<file path="src/common/brt_pkg.sv">
// package for the baud and counter/timer clock block
package brt_pkg;

    // ------------------------------------------------------------
    // reference and fixed rates
    // ------------------------------------------------------------
    localparam int REF_HZ = 14745600;   // nominal reference clock
    localparam int NUM_RATES = 27;      // fixed generator outputs
    localparam int OVERSAMPLE = 16;     // outputs are 16x bit rate
    localparam int RATE_W = 5;          // index width for 27 rates

    // ------------------------------------------------------------
    // counter/timer and divider fields
    // ------------------------------------------------------------
    localparam int PRESET_W = 16;
    localparam logic [15:0] PRESET_RST = 16'h0000;
    localparam logic [2:0] SRC_RST = 3'h0;
    localparam logic OUT_RST = 1'b0;    // output level while stopped

    // counter/timer modes
    typedef enum logic [1:0] {
        CT_CHAR_COUNT = 2'h0,
        CT_COUNTER = 2'h1,
        CT_TIMER = 2'h2,
        CT_TIMEOUT = 2'h3
    } brt_mode_type;

    // counter/timer commands
    typedef enum logic [2:0] {
        CMD_NONE = 3'h0,
        CMD_START = 3'h1,
        CMD_STOP = 3'h2,
        CMD_RD_LOW = 3'h3,
        CMD_WR_LOW = 3'h4,
        CMD_RD_HIGH = 3'h5,
        CMD_WR_HIGH = 3'h6
    } brt_cmd_type;

    // command bundle for one counter/timer
    typedef struct packed {
        brt_cmd_type cmd;
        logic [7:0] wdata;
    } brt_ct_req_type;

    // configuration of one counter/timer
    typedef struct packed {
        brt_mode_type mode;
        logic pulse;          // timer mode: pulse output instead of square wave
        logic [2:0] src;      // ct_input_select
    } brt_ct_cfg_type;

    // configuration of one programmable divider
    typedef struct packed {
        logic run;
        logic [2:0] src;
        logic [7:0] preset_low;
        logic [7:0] preset_high;
    } brt_div_cfg_type;

    // run states
    typedef enum logic [1:0] {
        ST_STOP = 2'b01,
        ST_RUN = 2'b10
    } brt_state_type;

    // table of fixed divisors of the reference for 16x outputs
    function automatic logic [19:0] brt_rate_div(input int idx);
        logic [19:0] t [27];
        t = '{20'h04800, 20'h02400, 20'h01800, 20'h01200, 20'h00FA2,
              20'h00D1A, 20'h00900, 20'h00600, 20'h00480, 20'h00300,
              20'h00240, 20'h00180, 20'h00120, 20'h000F0, 20'h000C0,
              20'h000A0, 20'h00090, 20'h00078, 20'h00060, 20'h00048,
              20'h00030, 20'h0001D, 20'h00018, 20'h0000C, 20'h00008,
              20'h00004, 20'h00002};
        return t[idx];
    endfunction

    // next count of a down counter that reloads at one
    function automatic logic [15:0] brt_count(
        input logic [15:0] cnt, input logic [15:0] preset);
        return (cnt <= 16'h0001) ? preset : cnt - 16'h0001;
    endfunction

endpackage

</file>
<file path="src/hw/brt_timing.sv">
// timing circuit: fixed rates, two counter/timers, two rate dividers
//
// Overview of operation
// - fixed rates come from the reference clock and scale with it.
// - one reference clock times every part of this block.
// - 27 fixed rates, 50 to 460.8K baud, all at once.
// - each fixed output runs at sixteen times its bit rate.
// - two 16-bit counter/timers; interrupt request at zero crossing.
// - counter/timer outputs go to channel clocks and to i/o pins.
// - four modes: character count, timer, counter, time-out.
// - division factor is high preset byte over low preset byte.
// - selected outputs are 16x clocks; channels divide by sixteen.
// - timer gives input over twice preset; pulse mode drops the two.
// - a preset of one is a legal divisor.
// - an input select chooses each counter/timer clock, except in character count mode.
// - each divider picks one of eight sources, with run control.
// - divider square wave: count preset high half, then low half.
// - divider outputs go to channel clocks and to i/o pins.
module brt_timing
    import brt_pkg::*;
#(
    parameter int N_RATES = NUM_RATES
)
(
    // clock and reset; sys_clk is reference_clock_in
    input wire logic sys_clk,
    input wire logic resetn,
    // external clock ticks, one cycle each
    input wire logic [1:0] ext_tick,
    // received character strobes per channel
    input wire logic [1:0] rx_char,
    // counter/timer control
    input wire brt_ct_req_type [1:0] ct_req,
    input wire brt_ct_cfg_type [1:0] ct_cfg,
    // programmable divider configuration
    input wire brt_div_cfg_type [1:0] div_cfg,
    // 16x clocks for receivers and transmitters
    output logic [N_RATES-1:0] rate_clk,
    output logic [1:0] ct_clk,
    output logic [1:0] div_clk,
    // counter/timer status
    output logic [1:0] ct_irq,
    output logic [1:0] ct_running,
    output logic [7:0] ct_rdata_0,
    output logic [7:0] ct_rdata_1
);

    // ------------------------------------------------------------
    // state
    // ------------------------------------------------------------
    typedef struct packed {
        logic [N_RATES-1:0][19:0] rcnt;
        logic [N_RATES-1:0] rlvl;
        logic [1:0][7:0] pre_lo;
        logic [1:0][7:0] pre_hi;
        logic [1:0][15:0] cnt;
        logic [1:0][1:0] st;
        logic [1:0] lvl;
        logic [1:0] irq;
        logic [1:0][7:0] rdat;
        logic [1:0] prev_src;
    } brt_top_st_type;

    brt_top_st_type st_q;
    brt_top_st_type st_d;

    logic [1:0] div_edge;
    logic [1:0] div_tick;
    logic [N_RATES-1:0] rate_edge;

    // ------------------------------------------------------------
    // source selection: 8 sources shared by dividers and timers
    // ------------------------------------------------------------
    // 0 reference, 1..2 external ticks, 3..4 counter/timers (dividers for timers),
    // 5..6 rate generator 16x edges (fastest two), 7 peer divider (none for timers)
    function automatic logic pick_src(input logic [2:0] s,
                                      input logic [1:0] ext,
                                      input logic [1:0] ctl,
                                      input logic [1:0] re,
                                      input logic peer);
        logic r;
        r = 1'b1;
        case (s)
            3'h0: r = 1'b1;
            3'h1: r = ext[0];
            3'h2: r = ext[1];
            3'h3: r = ctl[0];
            3'h4: r = ctl[1];
            3'h5: r = re[0];
            3'h6: r = re[1];
            3'h7: r = peer;
            default: r = 1'b1;
        endcase
        return r;
    endfunction

    // ------------------------------------------------------------
    // programmable dividers
    // ------------------------------------------------------------
    for (genvar g = 0; g < 2; g++) begin : g_div
        // sources 3..4 take counter/timer rising edges, in the same cycle the counter/timer output rises
        assign div_tick[g] = pick_src(div_cfg[g].src, ext_tick,
            st_q.lvl & ~st_q.prev_src,
            rate_edge[N_RATES-1 -: 2], div_edge[1-g]);
        brt_divider u_div (
            .sys_clk(sys_clk),
            .resetn(resetn),
            .run(div_cfg[g].run),
            .preset({div_cfg[g].preset_high, div_cfg[g].preset_low}),
            .tick(div_tick[g]),
            .clk_out(div_clk[g]),
            .edge_out(div_edge[g])
        );
    end

    // ------------------------------------------------------------
    // next state of rate generator and counter/timers
    // ------------------------------------------------------------
    always_comb begin
        logic [15:0] preset;
        logic tick;
        logic wrap;
        preset = 16'h0000;
        tick = 1'b0;
        wrap = 1'b0;
        st_d = st_q;
        rate_edge = '0;
        // a registered level toggles at most once a cycle, so the
        // fastest fixed output runs at half the reference
        // fixed generator: every output toggles on its own divisor
        for (int i = 0; i < N_RATES; i++) begin
            if (st_q.rcnt[i] >= (brt_rate_div(i) >> 1) - 20'h00001) begin
                st_d.rcnt[i] = 20'h00000;
                st_d.rlvl[i] = ~st_q.rlvl[i];
                rate_edge[i] = ~st_q.rlvl[i];
            end else begin
                st_d.rcnt[i] = st_q.rcnt[i] + 20'h00001;
            end
        end
        st_d.irq = '0;
        st_d.prev_src = st_q.lvl;
        for (int c = 0; c < 2; c++) begin
            preset = {st_q.pre_hi[c], st_q.pre_lo[c]};
            // command decode
            case (ct_req[c].cmd)
                CMD_START: begin
                    st_d.st[c] = ST_RUN;
                    st_d.cnt[c] = preset;
                end
                CMD_STOP: begin
                    st_d.st[c] = ST_STOP;
                    st_d.lvl[c] = OUT_RST;
                end
                CMD_WR_LOW: st_d.pre_lo[c] = ct_req[c].wdata;
                CMD_WR_HIGH: st_d.pre_hi[c] = ct_req[c].wdata;
                // reads return live count while running, preset if not
                CMD_RD_LOW: st_d.rdat[c] = (st_q.st[c] == ST_RUN) ?
                    st_q.cnt[c][7:0] : st_q.pre_lo[c];
                CMD_RD_HIGH: st_d.rdat[c] = (st_q.st[c] == ST_RUN) ?
                    st_q.cnt[c][15:8] : st_q.pre_hi[c];
                default: ;
            endcase
            // input clock: mode picks character strobes or selected tick
            case (ct_cfg[c].mode)
                CT_CHAR_COUNT: tick = rx_char[c];
                default: tick = pick_src(ct_cfg[c].src, ext_tick,
                    div_edge, rate_edge[N_RATES-1 -: 2], 1'b0);
            endcase
            // time-out restarts on every received character
            if (ct_cfg[c].mode == CT_TIMEOUT && rx_char[c] &&
                st_q.st[c] == ST_RUN) begin
                st_d.cnt[c] = preset;
            end else if (st_q.st[c] == ST_RUN && tick &&
                         ct_req[c].cmd != CMD_START &&
                         ct_req[c].cmd != CMD_STOP) begin
                wrap = st_q.cnt[c] <= 16'h0001;
                st_d.cnt[c] = brt_count(st_q.cnt[c], preset);
                if (wrap) begin
                    st_d.irq[c] = 1'b1;
                    case (ct_cfg[c].mode)
                        CT_TIMER: st_d.lvl[c] = ct_cfg[c].pulse ?
                            1'b1 : ~st_q.lvl[c];
                        CT_COUNTER: st_d.lvl[c] = 1'b1;
                        default: st_d.lvl[c] = ~st_q.lvl[c];
                    endcase
                end else if (ct_cfg[c].pulse &&
                             ct_cfg[c].mode == CT_TIMER) begin
                    st_d.lvl[c] = 1'b0; // one tick high per preset
                end
            end
        end
    end

    // ------------------------------------------------------------
    // state register
    // ------------------------------------------------------------
    always_ff @(posedge sys_clk) begin
        if (!resetn) begin
            st_q <= '0;
            st_q.st <= {ST_STOP, ST_STOP};
            st_q.pre_lo <= {PRESET_RST[7:0], PRESET_RST[7:0]};
            st_q.pre_hi <= {PRESET_RST[15:8], PRESET_RST[15:8]};
        end else begin
            st_q <= st_d;
        end
    end

    // ------------------------------------------------------------
    // outputs; channels divide these 16x clocks by sixteen
    // ------------------------------------------------------------
    assign rate_clk = st_q.rlvl;
    assign ct_clk = st_q.lvl;
    assign ct_irq = st_q.irq;
    assign ct_running = {st_q.st[1] == ST_RUN, st_q.st[0] == ST_RUN};
    assign ct_rdata_0 = st_q.rdat[0];
    assign ct_rdata_1 = st_q.rdat[1];

endmodule

</file>
<file path="src/hw/brt_divider.sv">
// programmable rate divider: symmetric square wave of src/(2*preset)
module brt_divider
    import brt_pkg::*;
(
    // clock and reset
    input wire logic sys_clk,
    input wire logic resetn,
    // configuration
    input wire logic run,
    input wire logic [15:0] preset,
    // source tick, one cycle per source edge
    input wire logic tick,
    // outputs
    output logic clk_out,
    output logic edge_out
);

    typedef struct packed {
        logic [15:0] cnt;
        logic lvl;
        logic edg;
    } brt_div_st_type;

    brt_div_st_type st_q;
    brt_div_st_type st_d;

    // ------------------------------------------------------------
    // half period counting
    // ------------------------------------------------------------
    // a zero preset is treated as one so the divider never locks up
    always_comb begin
        st_d = st_q;
        st_d.edg = 1'b0;
        if (!run) begin
            st_d.cnt = 16'h0000;
            st_d.lvl = OUT_RST;
        end else if (tick) begin
            if (st_q.cnt <= 16'h0001) begin
                st_d.lvl = ~st_q.lvl;
                st_d.edg = ~st_q.lvl;
            end
            st_d.cnt = brt_count(st_q.cnt, preset);
        end
    end

    always_ff @(posedge sys_clk) begin
        if (!resetn) begin
            st_q <= '0;
        end else begin
            st_q <= st_d;
        end
    end

    assign clk_out = st_q.lvl;
    assign edge_out = st_q.edg;

endmodule

</file>
<file path="config.mk">
export PLATFORM = sky130hd
export DESIGN_NAME = brt_timing
export DESIGN_NICKNAME = d
export VERILOG_FILES = /design/src/common/brt_pkg.sv /design/src/hw/brt_timing.sv /design/src/hw/brt_divider.sv
export SDC_FILE = /design/constraint.sdc
export NUM_CORES = 1
export LEC_CHECK = 0
export BUFFER_PORTS_ARGS = -buffer_cell sky130_fd_sc_hd__buf_2
export CORE_ASPECT_RATIO = 0.8
export CORE_MARGIN = 3
export CORE_UTILIZATION = 60
export CTS_BUF_LIST = sky130_fd_sc_hd__clkbuf_2
export DETAILED_ROUTE_END_ITERATION = 10
export GPL_TIMING_DRIVEN = 0
export PLACE_DENSITY = 0.8
export REMOVE_ABC_BUFFERS = 1
export SYNTH_ARGS = -nofsm -noshare
export SYNTH_HDL_FRONTEND = slang
export SYNTH_HIERARCHICAL = 1
export SYNTH_SLANG_ARGS = --single-unit
</file>
<file path="constraint.sdc">
create_clock -name sys_clk -period 4.25 [get_ports sys_clk]
set_clock_uncertainty 0.05 [all_clocks]
set_input_delay 0.85 -clock sys_clk [delete_from_list [all_inputs] [get_ports sys_clk]]
set_output_delay 0.85 -clock sys_clk [all_outputs]
set_load 0.01 [all_outputs]
</file>
Yosys cells after proc, flatten, opt, wreduce, memory -nomap -nowiden. Cells that the tools add are included. Widths: inputs -> output; s select.

Bits in registers: 693. Logic and storage cells: 325.

Add/subtract/negate cells: 31. $lt $le $gt $ge: 31. Equal/unequal tests: 52. Muxes and demuxes: 42. Bitwise logic cells: 36. Reduce and logical (&&, ||, !) cells: 59.

Operators by type and width (count): $add 20x1->20 const B (27); $mux 16 (10); $ge 20x7->1 const B (4); $eq 3x3->1 const B (22); $le 16x1->1 const B (4); $sub 16x1->16 const B (4); $ge 20x11->1 const B (3); $ge 20x6->1 const B (3); $reduce_or 2->1 (27); $ge 20x1->1 const B (2); $ge 20x10->1 const B (2); $ge 20x12->1 const B (2); $ge 20x4->1 const B (2); $ge 20x8->1 const B (2); $ge 20x9->1 const B (2); $eq 3x2->1 const B (12); $not 1->1 (34); $mux 8 (4); $pmux 1 s8 (4); $pmux 8 s2 (2); $ge 20x13->1 const B (1); $ge 20x14->1 const B (1); $ge 20x2->1 const B (1); $ge 20x3->1 const B (1); 19 further kinds (75).

Longest topological paths before layout.
Word-level depth: 9. Mapped depth: 14.

By module. Netlist, hierarchy kept.

By module, submodules not included: brt_timing (instances 1, cells an instance 2009, area each 21461.8 sq um); brt_divider (instances 2, cells an instance 142, area each 1096.1 sq um).

Worst setup path after synthesis. Ideal clock, no wire load.

Path type: input-to-reg. Start: input ct_req[20] (netlist bit). End: register st_q[53] (netlist bit). Setup time: 0.112 ns. Data arrival time: 2.673 ns. Data required time: 4.088 ns. Slack: 1.414 ns. Cell stages on the path: 9. Buffers on the path: 2. Cells stage by stage: clkbuf_1 -> xor2_1 -> a221oi_1 -> o31a_1 -> inv_1 -> a211o_2 -> buf_6 -> mux2i_1 -> a2111oi_1.

Longest elaborated chain between the ends: 5. Elaborated cells between the ends (all ways): 8. Classes of those cells: eq/ne: 3; mux: 2; reduce/logical: 3.

RTL lines: from (decl) (line brt_timing.sv:33) `input wire brt_ct_req_type [1:0] ct_req,`; $ne 3x1->1 (line brt_timing.sv:174) `ct_req[c].cmd != CMD_START &&`; $logic_and 1x1->1 (line brt_timing.sv:173) `end else if (st_q.st[c] == ST_RUN && tick &&`; $logic_and 1x1->1 (line brt_timing.sv:174); $mux 16 (line brt_timing.sv:173); $mux 16 (line brt_timing.sv:170) `if (ct_cfg[c].mode == CT_TIMEOUT && rx_char[c] &&`; to (signal assigned) (line brt_timing.sv:204) `st_q <= st_d;`; to (decl) (line brt_timing.sv:64) `brt_top_st_type st_q;`.

Parallel ways exist; a longest one is shown, timed or not. A chain may end at the register's enable or synchronous reset.

Final worst setup path.
Start: register st_q[617] (netlist bit). End: register g_div[1].u_div/st_q[15] (netlist bit).

Longest elaborated chain between the ends: 3.

RTL lines: $ge 20x1->1 (line brt_timing.sv:132) `if (st_q.rcnt[i] >= (brt_rate_div(i) >> 1) - 20'h00001) begin`; $mux 1 (line brt_timing.sv:132); $pmux 1 s8 (line brt_timing.sv:83) `case (s)`; named net div_tick[1] (line brt_timing.sv:68) `logic [1:0] div_tick;`; to (signal assigned) (line brt_divider.sv:50) `st_q <= st_d;`; to (decl) (line brt_divider.sv:24) `brt_div_st_type st_q;`.

The timed path passes the listed nets, and every way through them passes these cells.

==> results.cfg <==
[power]
power_frac_clock_pct = 33.1
fraction_of_power_consumed_by_sequential_logic_pct = 57.7
worst_supply_voltage_drop_on_vdd_v = 0.000334
internal-power_w = 0.00843
power.combinational.fraction_pct = 9.1
switching_part_of_the_total_power_pct = 27.0
netSwitchingPower_w = 0.00312
static-leakage-power_nw = 12.0
power_density_nw_per_um2 = 420

[sta]
min_period_over_period_pct = 91.3
final_number_of_hold_violating_endpoints = 0
finalWorstSetupSlack_ns = 0.368
timing_worst_slew_pin_value_ns = 1.21
timing.fmax_mhz = 258
time_the_final_worst_path_needs_with_i_o_delays_and_setup_ns = 3.88
finalMaxSlewViolations = 0
final.hold.worst_slack_ns = 0.161
max-slew-margin-rel_pct = 18.9
setup-violations-final = 0
rsz_0062_raised_after_global_routing = false

[clocking]
cts.clk_slew.worst_paths_ns = 0.11
post-cts-setup-buffer-count = 0
htree_num_levels = 4
cts.sinks = 673
cts_tree = built
clock_tree.buffer_depth = 3
cts-buffers-inserted = 153
cts_root_buffer = sky130_fd_sc_hd__clkbuf_2
clock_insertion_delay_worst_skew_ns = 1.08

[place]
io_buffer_count = 130
place_ws_ns = 0.371
routabilityCongestion = 0.878
dpl.hpwl_mm = 31.0
place_area_sq_um = 25600

[worst_setup_path]
worst_ep_required_time_ns = 5.17
timing.reg2reg.setup_slack_ns = 0.37
worstPathCellList = inv_1 > ha_1 > nor4b_1 > and3_1 > and2_1 > nor2_1 > a21oi_1 > a221oi_1 > a21o_1 > nor4b_2 > nand2b_1 > nor2_1 > a31oi_1 > a211oi_1
timing.critical_path.arrival_ns = 4.80
critPathMaxStageDelay_ns = 0.60
worst_setup_sp_type = register
critPathMaxFanout = 20
critical-path-top-delay-family = simple AND/OR/NAND/NOR gates
worstSetupEndpointType = register
worstSetupPathType = register to register
path_common_cell = sky130_fd_sc_hd__nor2_1
critical_path.n_buffers_inverters = 1
crit_slowest_cell = sky130_fd_sc_hd__a21o_1

[logic_synthesis]
ys_async_sr_fraction_pct = 0
synthCells = 2293
synth.lib_cells_used.distinct = 74
seq_area_frac_synth_pct = 57.0
yosys.area.top_type = sky130_fd_sc_hd__dfxtp_1
synth_edf_count = 0
synth.ff_latch_count = 673
synth_flop_cell = sky130_fd_sc_hd__dfxtp_1
per_instance_average_area_after_synthesis_sq_um = 10.3
synth_area_sq_um = 23700
yosysWarnings = 6
synth.area.top_cells = sky130_fd_sc_hd__dfxtp_1 (57%), sky130_fd_sc_hd__nor2_1 (5.8%), sky130_fd_sc_hd__xor2_1 (4.1%)
yosys.area.top_type_share_pct = 57.0

[floorplanning]
design.die.area_sq_um = 41900
die_w_um = 228
die_h_um = 184
rows = 64
initial_utilization_pct = 61.3
floorplan.io_pins = 131
core_area_sq_um = 38600

[finish]
final_nets = 2975
proportion_of_layout_cells_with_a_drive_suffix_above_1_pct = 14.2
mostFrequentLayoutCell = sky130_fd_sc_hd__dfxtp_1
layout-area-overhead-vs-synth_pct = 16.2
final_cell_mix = sky130_fd_sc_hd__dfxtp_1 (673), sky130_fd_sc_hd__nor2_1 (368), sky130_fd_sc_hd__conb_1 (313)
post-route-cell-area_sq_um = 27500

[run]
number_of_maximum_capacitance_violations = 0

[outcome]
status = finished clean

[drt]
postRouteWirelength_mm = 45.8
final_antenna_net_count = 0
via_cell_ratio = 5.01
detailedRoute.firstPassIterationCount = 5
detail_route.iter0.violations = 960
routedWlPerCell_um = 13.1
drc_errors = 0
num_vias = 17486

[hold_path]
hold_path.class = input port to register

[grt]
grt_use_total_pct = 21.8
via_count_of_the_first_global_routing_pass = 17390
grt_pass1_wl_mm = 76.7
antenna_found_initial = 6
grt_remaining_overflow = 0
maximum_number_of_pins_on_one_net_before_global_route_repair = 76
## cells by family (layout without fill, tap and decap cells)
| group | Yosys count | count (layout) | share of synthesized area, % |
|---|---|---|---|
| AND/OR/NAND/NOR | 915 | 915 | 18.6 |
| flip-flops | 673 | 673 | 57.0 |
| AO/OA/AOI/OAI | 220 | 220 | 6.30 |
| XOR/XNOR | 181 | 181 | 6.70 |
| buffers and inverters | 146 | 498 | 3.30 |
| multiplexers | 107 | 107 | 5.51 |
| adder cells (fa/ha/maj) | 50 | 50 | 2.64 |
| other | 1 | 318 | 0.0159 |
## metrics by stage
step	power [W]	util [%]	TNS, ns	cells
finish	0.0115	71.2	0	3490
global route	0.0122	71.2	0	3490
CTS	0.0117	71.2	0	3485
detailed placement	0.00780	66.4	0	3170
global placement	0.00775	66.2	-1.36	3166
floorplan	0.00749	-	0	2508
## power groups by stage
stage	clock network [W]	registers, W	logic (W)
after floorplan	0	0.00679	0.000701
after global placement	0	0.00680	0.000954
after detailed placement	0	0.00681	0.000987
after CTS	0.00399	0.00667	0.00103
after global routing	0.00434	0.00670	0.00117
final	0.00383	0.00667	0.00105
## state kept, by name, summed over array words and instances, names as in the netlist
name	cells
st_q	590
g_div.u_div/st_q	32
rate_clk	27
ct_rdata_0	8
ct_rdata_1	8
ct_clk	2
ct_irq	2
g_div.u_div/clk_out	2
g_div.u_div/edge_out	2
## per-layer routing
metal	wire, um	track usage (%)	vias up
met5	0	0	-
met4	1110	9.21	0
met3	2610	5.75	95
met2	22100	37.8	471
met1	20000	25.8	8143
li1	-	-	8777
## final timing paths
path                  start                      end  depth (start not counted)
setup / recovery  st_q[617]  g_div[1].u_div/st_q[15]                         14
hold / removal    ct_cfg[9]                ct_clk[1]                          4
setup reg to reg  st_q[617]  g_div[1].u_div/st_q[15]                         14
hold reg to reg   st_q[597]                st_q[597]                          1
## cell usage after synthesis, types with 8 or more instances
cell	number
sky130_fd_sc_hd__dfxtp_1	673
sky130_fd_sc_hd__nor2_1	368
sky130_fd_sc_hd__nand2_1	133
sky130_fd_sc_hd__xor2_1	111
sky130_fd_sc_hd__nand3_1	101
sky130_fd_sc_hd__mux2i_1	87
sky130_fd_sc_hd__nor4_1	72
sky130_fd_sc_hd__xnor2_1	70
sky130_fd_sc_hd__and3_1	68
sky130_fd_sc_hd__nor3_1	52
sky130_fd_sc_hd__ha_1	50
sky130_fd_sc_hd__buf_4	49
sky130_fd_sc_hd__inv_1	48
sky130_fd_sc_hd__o21ai_0	48
sky130_fd_sc_hd__clkbuf_1	36
sky130_fd_sc_hd__a21oi_1	35
sky130_fd_sc_hd__nand4_1	21
sky130_fd_sc_hd__o22ai_1	20
sky130_fd_sc_hd__a31oi_1	17
sky130_fd_sc_hd__mux4_2	17
sky130_fd_sc_hd__and2_1	15
sky130_fd_sc_hd__o21a_1	15
sky130_fd_sc_hd__or3_1	15
sky130_fd_sc_hd__nand2b_1	14
sky130_fd_sc_hd__a21o_1	11
sky130_fd_sc_hd__a211oi_1	10
sky130_fd_sc_hd__or2_2	9
sky130_fd_sc_hd__a2111oi_0	8
sky130_fd_sc_hd__nor2b_1	8
## worst register-to-register path: cells and delay by family, from the launching register on
family	cells	cell delay [ns]
AND/OR/NAND/NOR	7	1.71
AO/OA/AOI/OAI	5	1.40
flip-flops	1	0.39
adder cells (fa/ha/maj)	1	0.18
buffers and inverters	1	0.06
## repair_timing
action	CTS	global route
endpoints found under the hold margin	67	0
hold buffers	48	0
setup endpoints to repair	0	1
resized for setup	0	1
## layout make-up
class                      instances  area (sq um)
sequential                       673         13500
fill                            2960         11100
multi-input combinational       1786         10600
timing repair buffer             182          1210
clock buffer                     217          1090
tap                              528           661
clock inverter                    50           263
inverter                          49           186
antenna                            5          12.5
No activity file was read; power rests on OpenSTA's default activity.
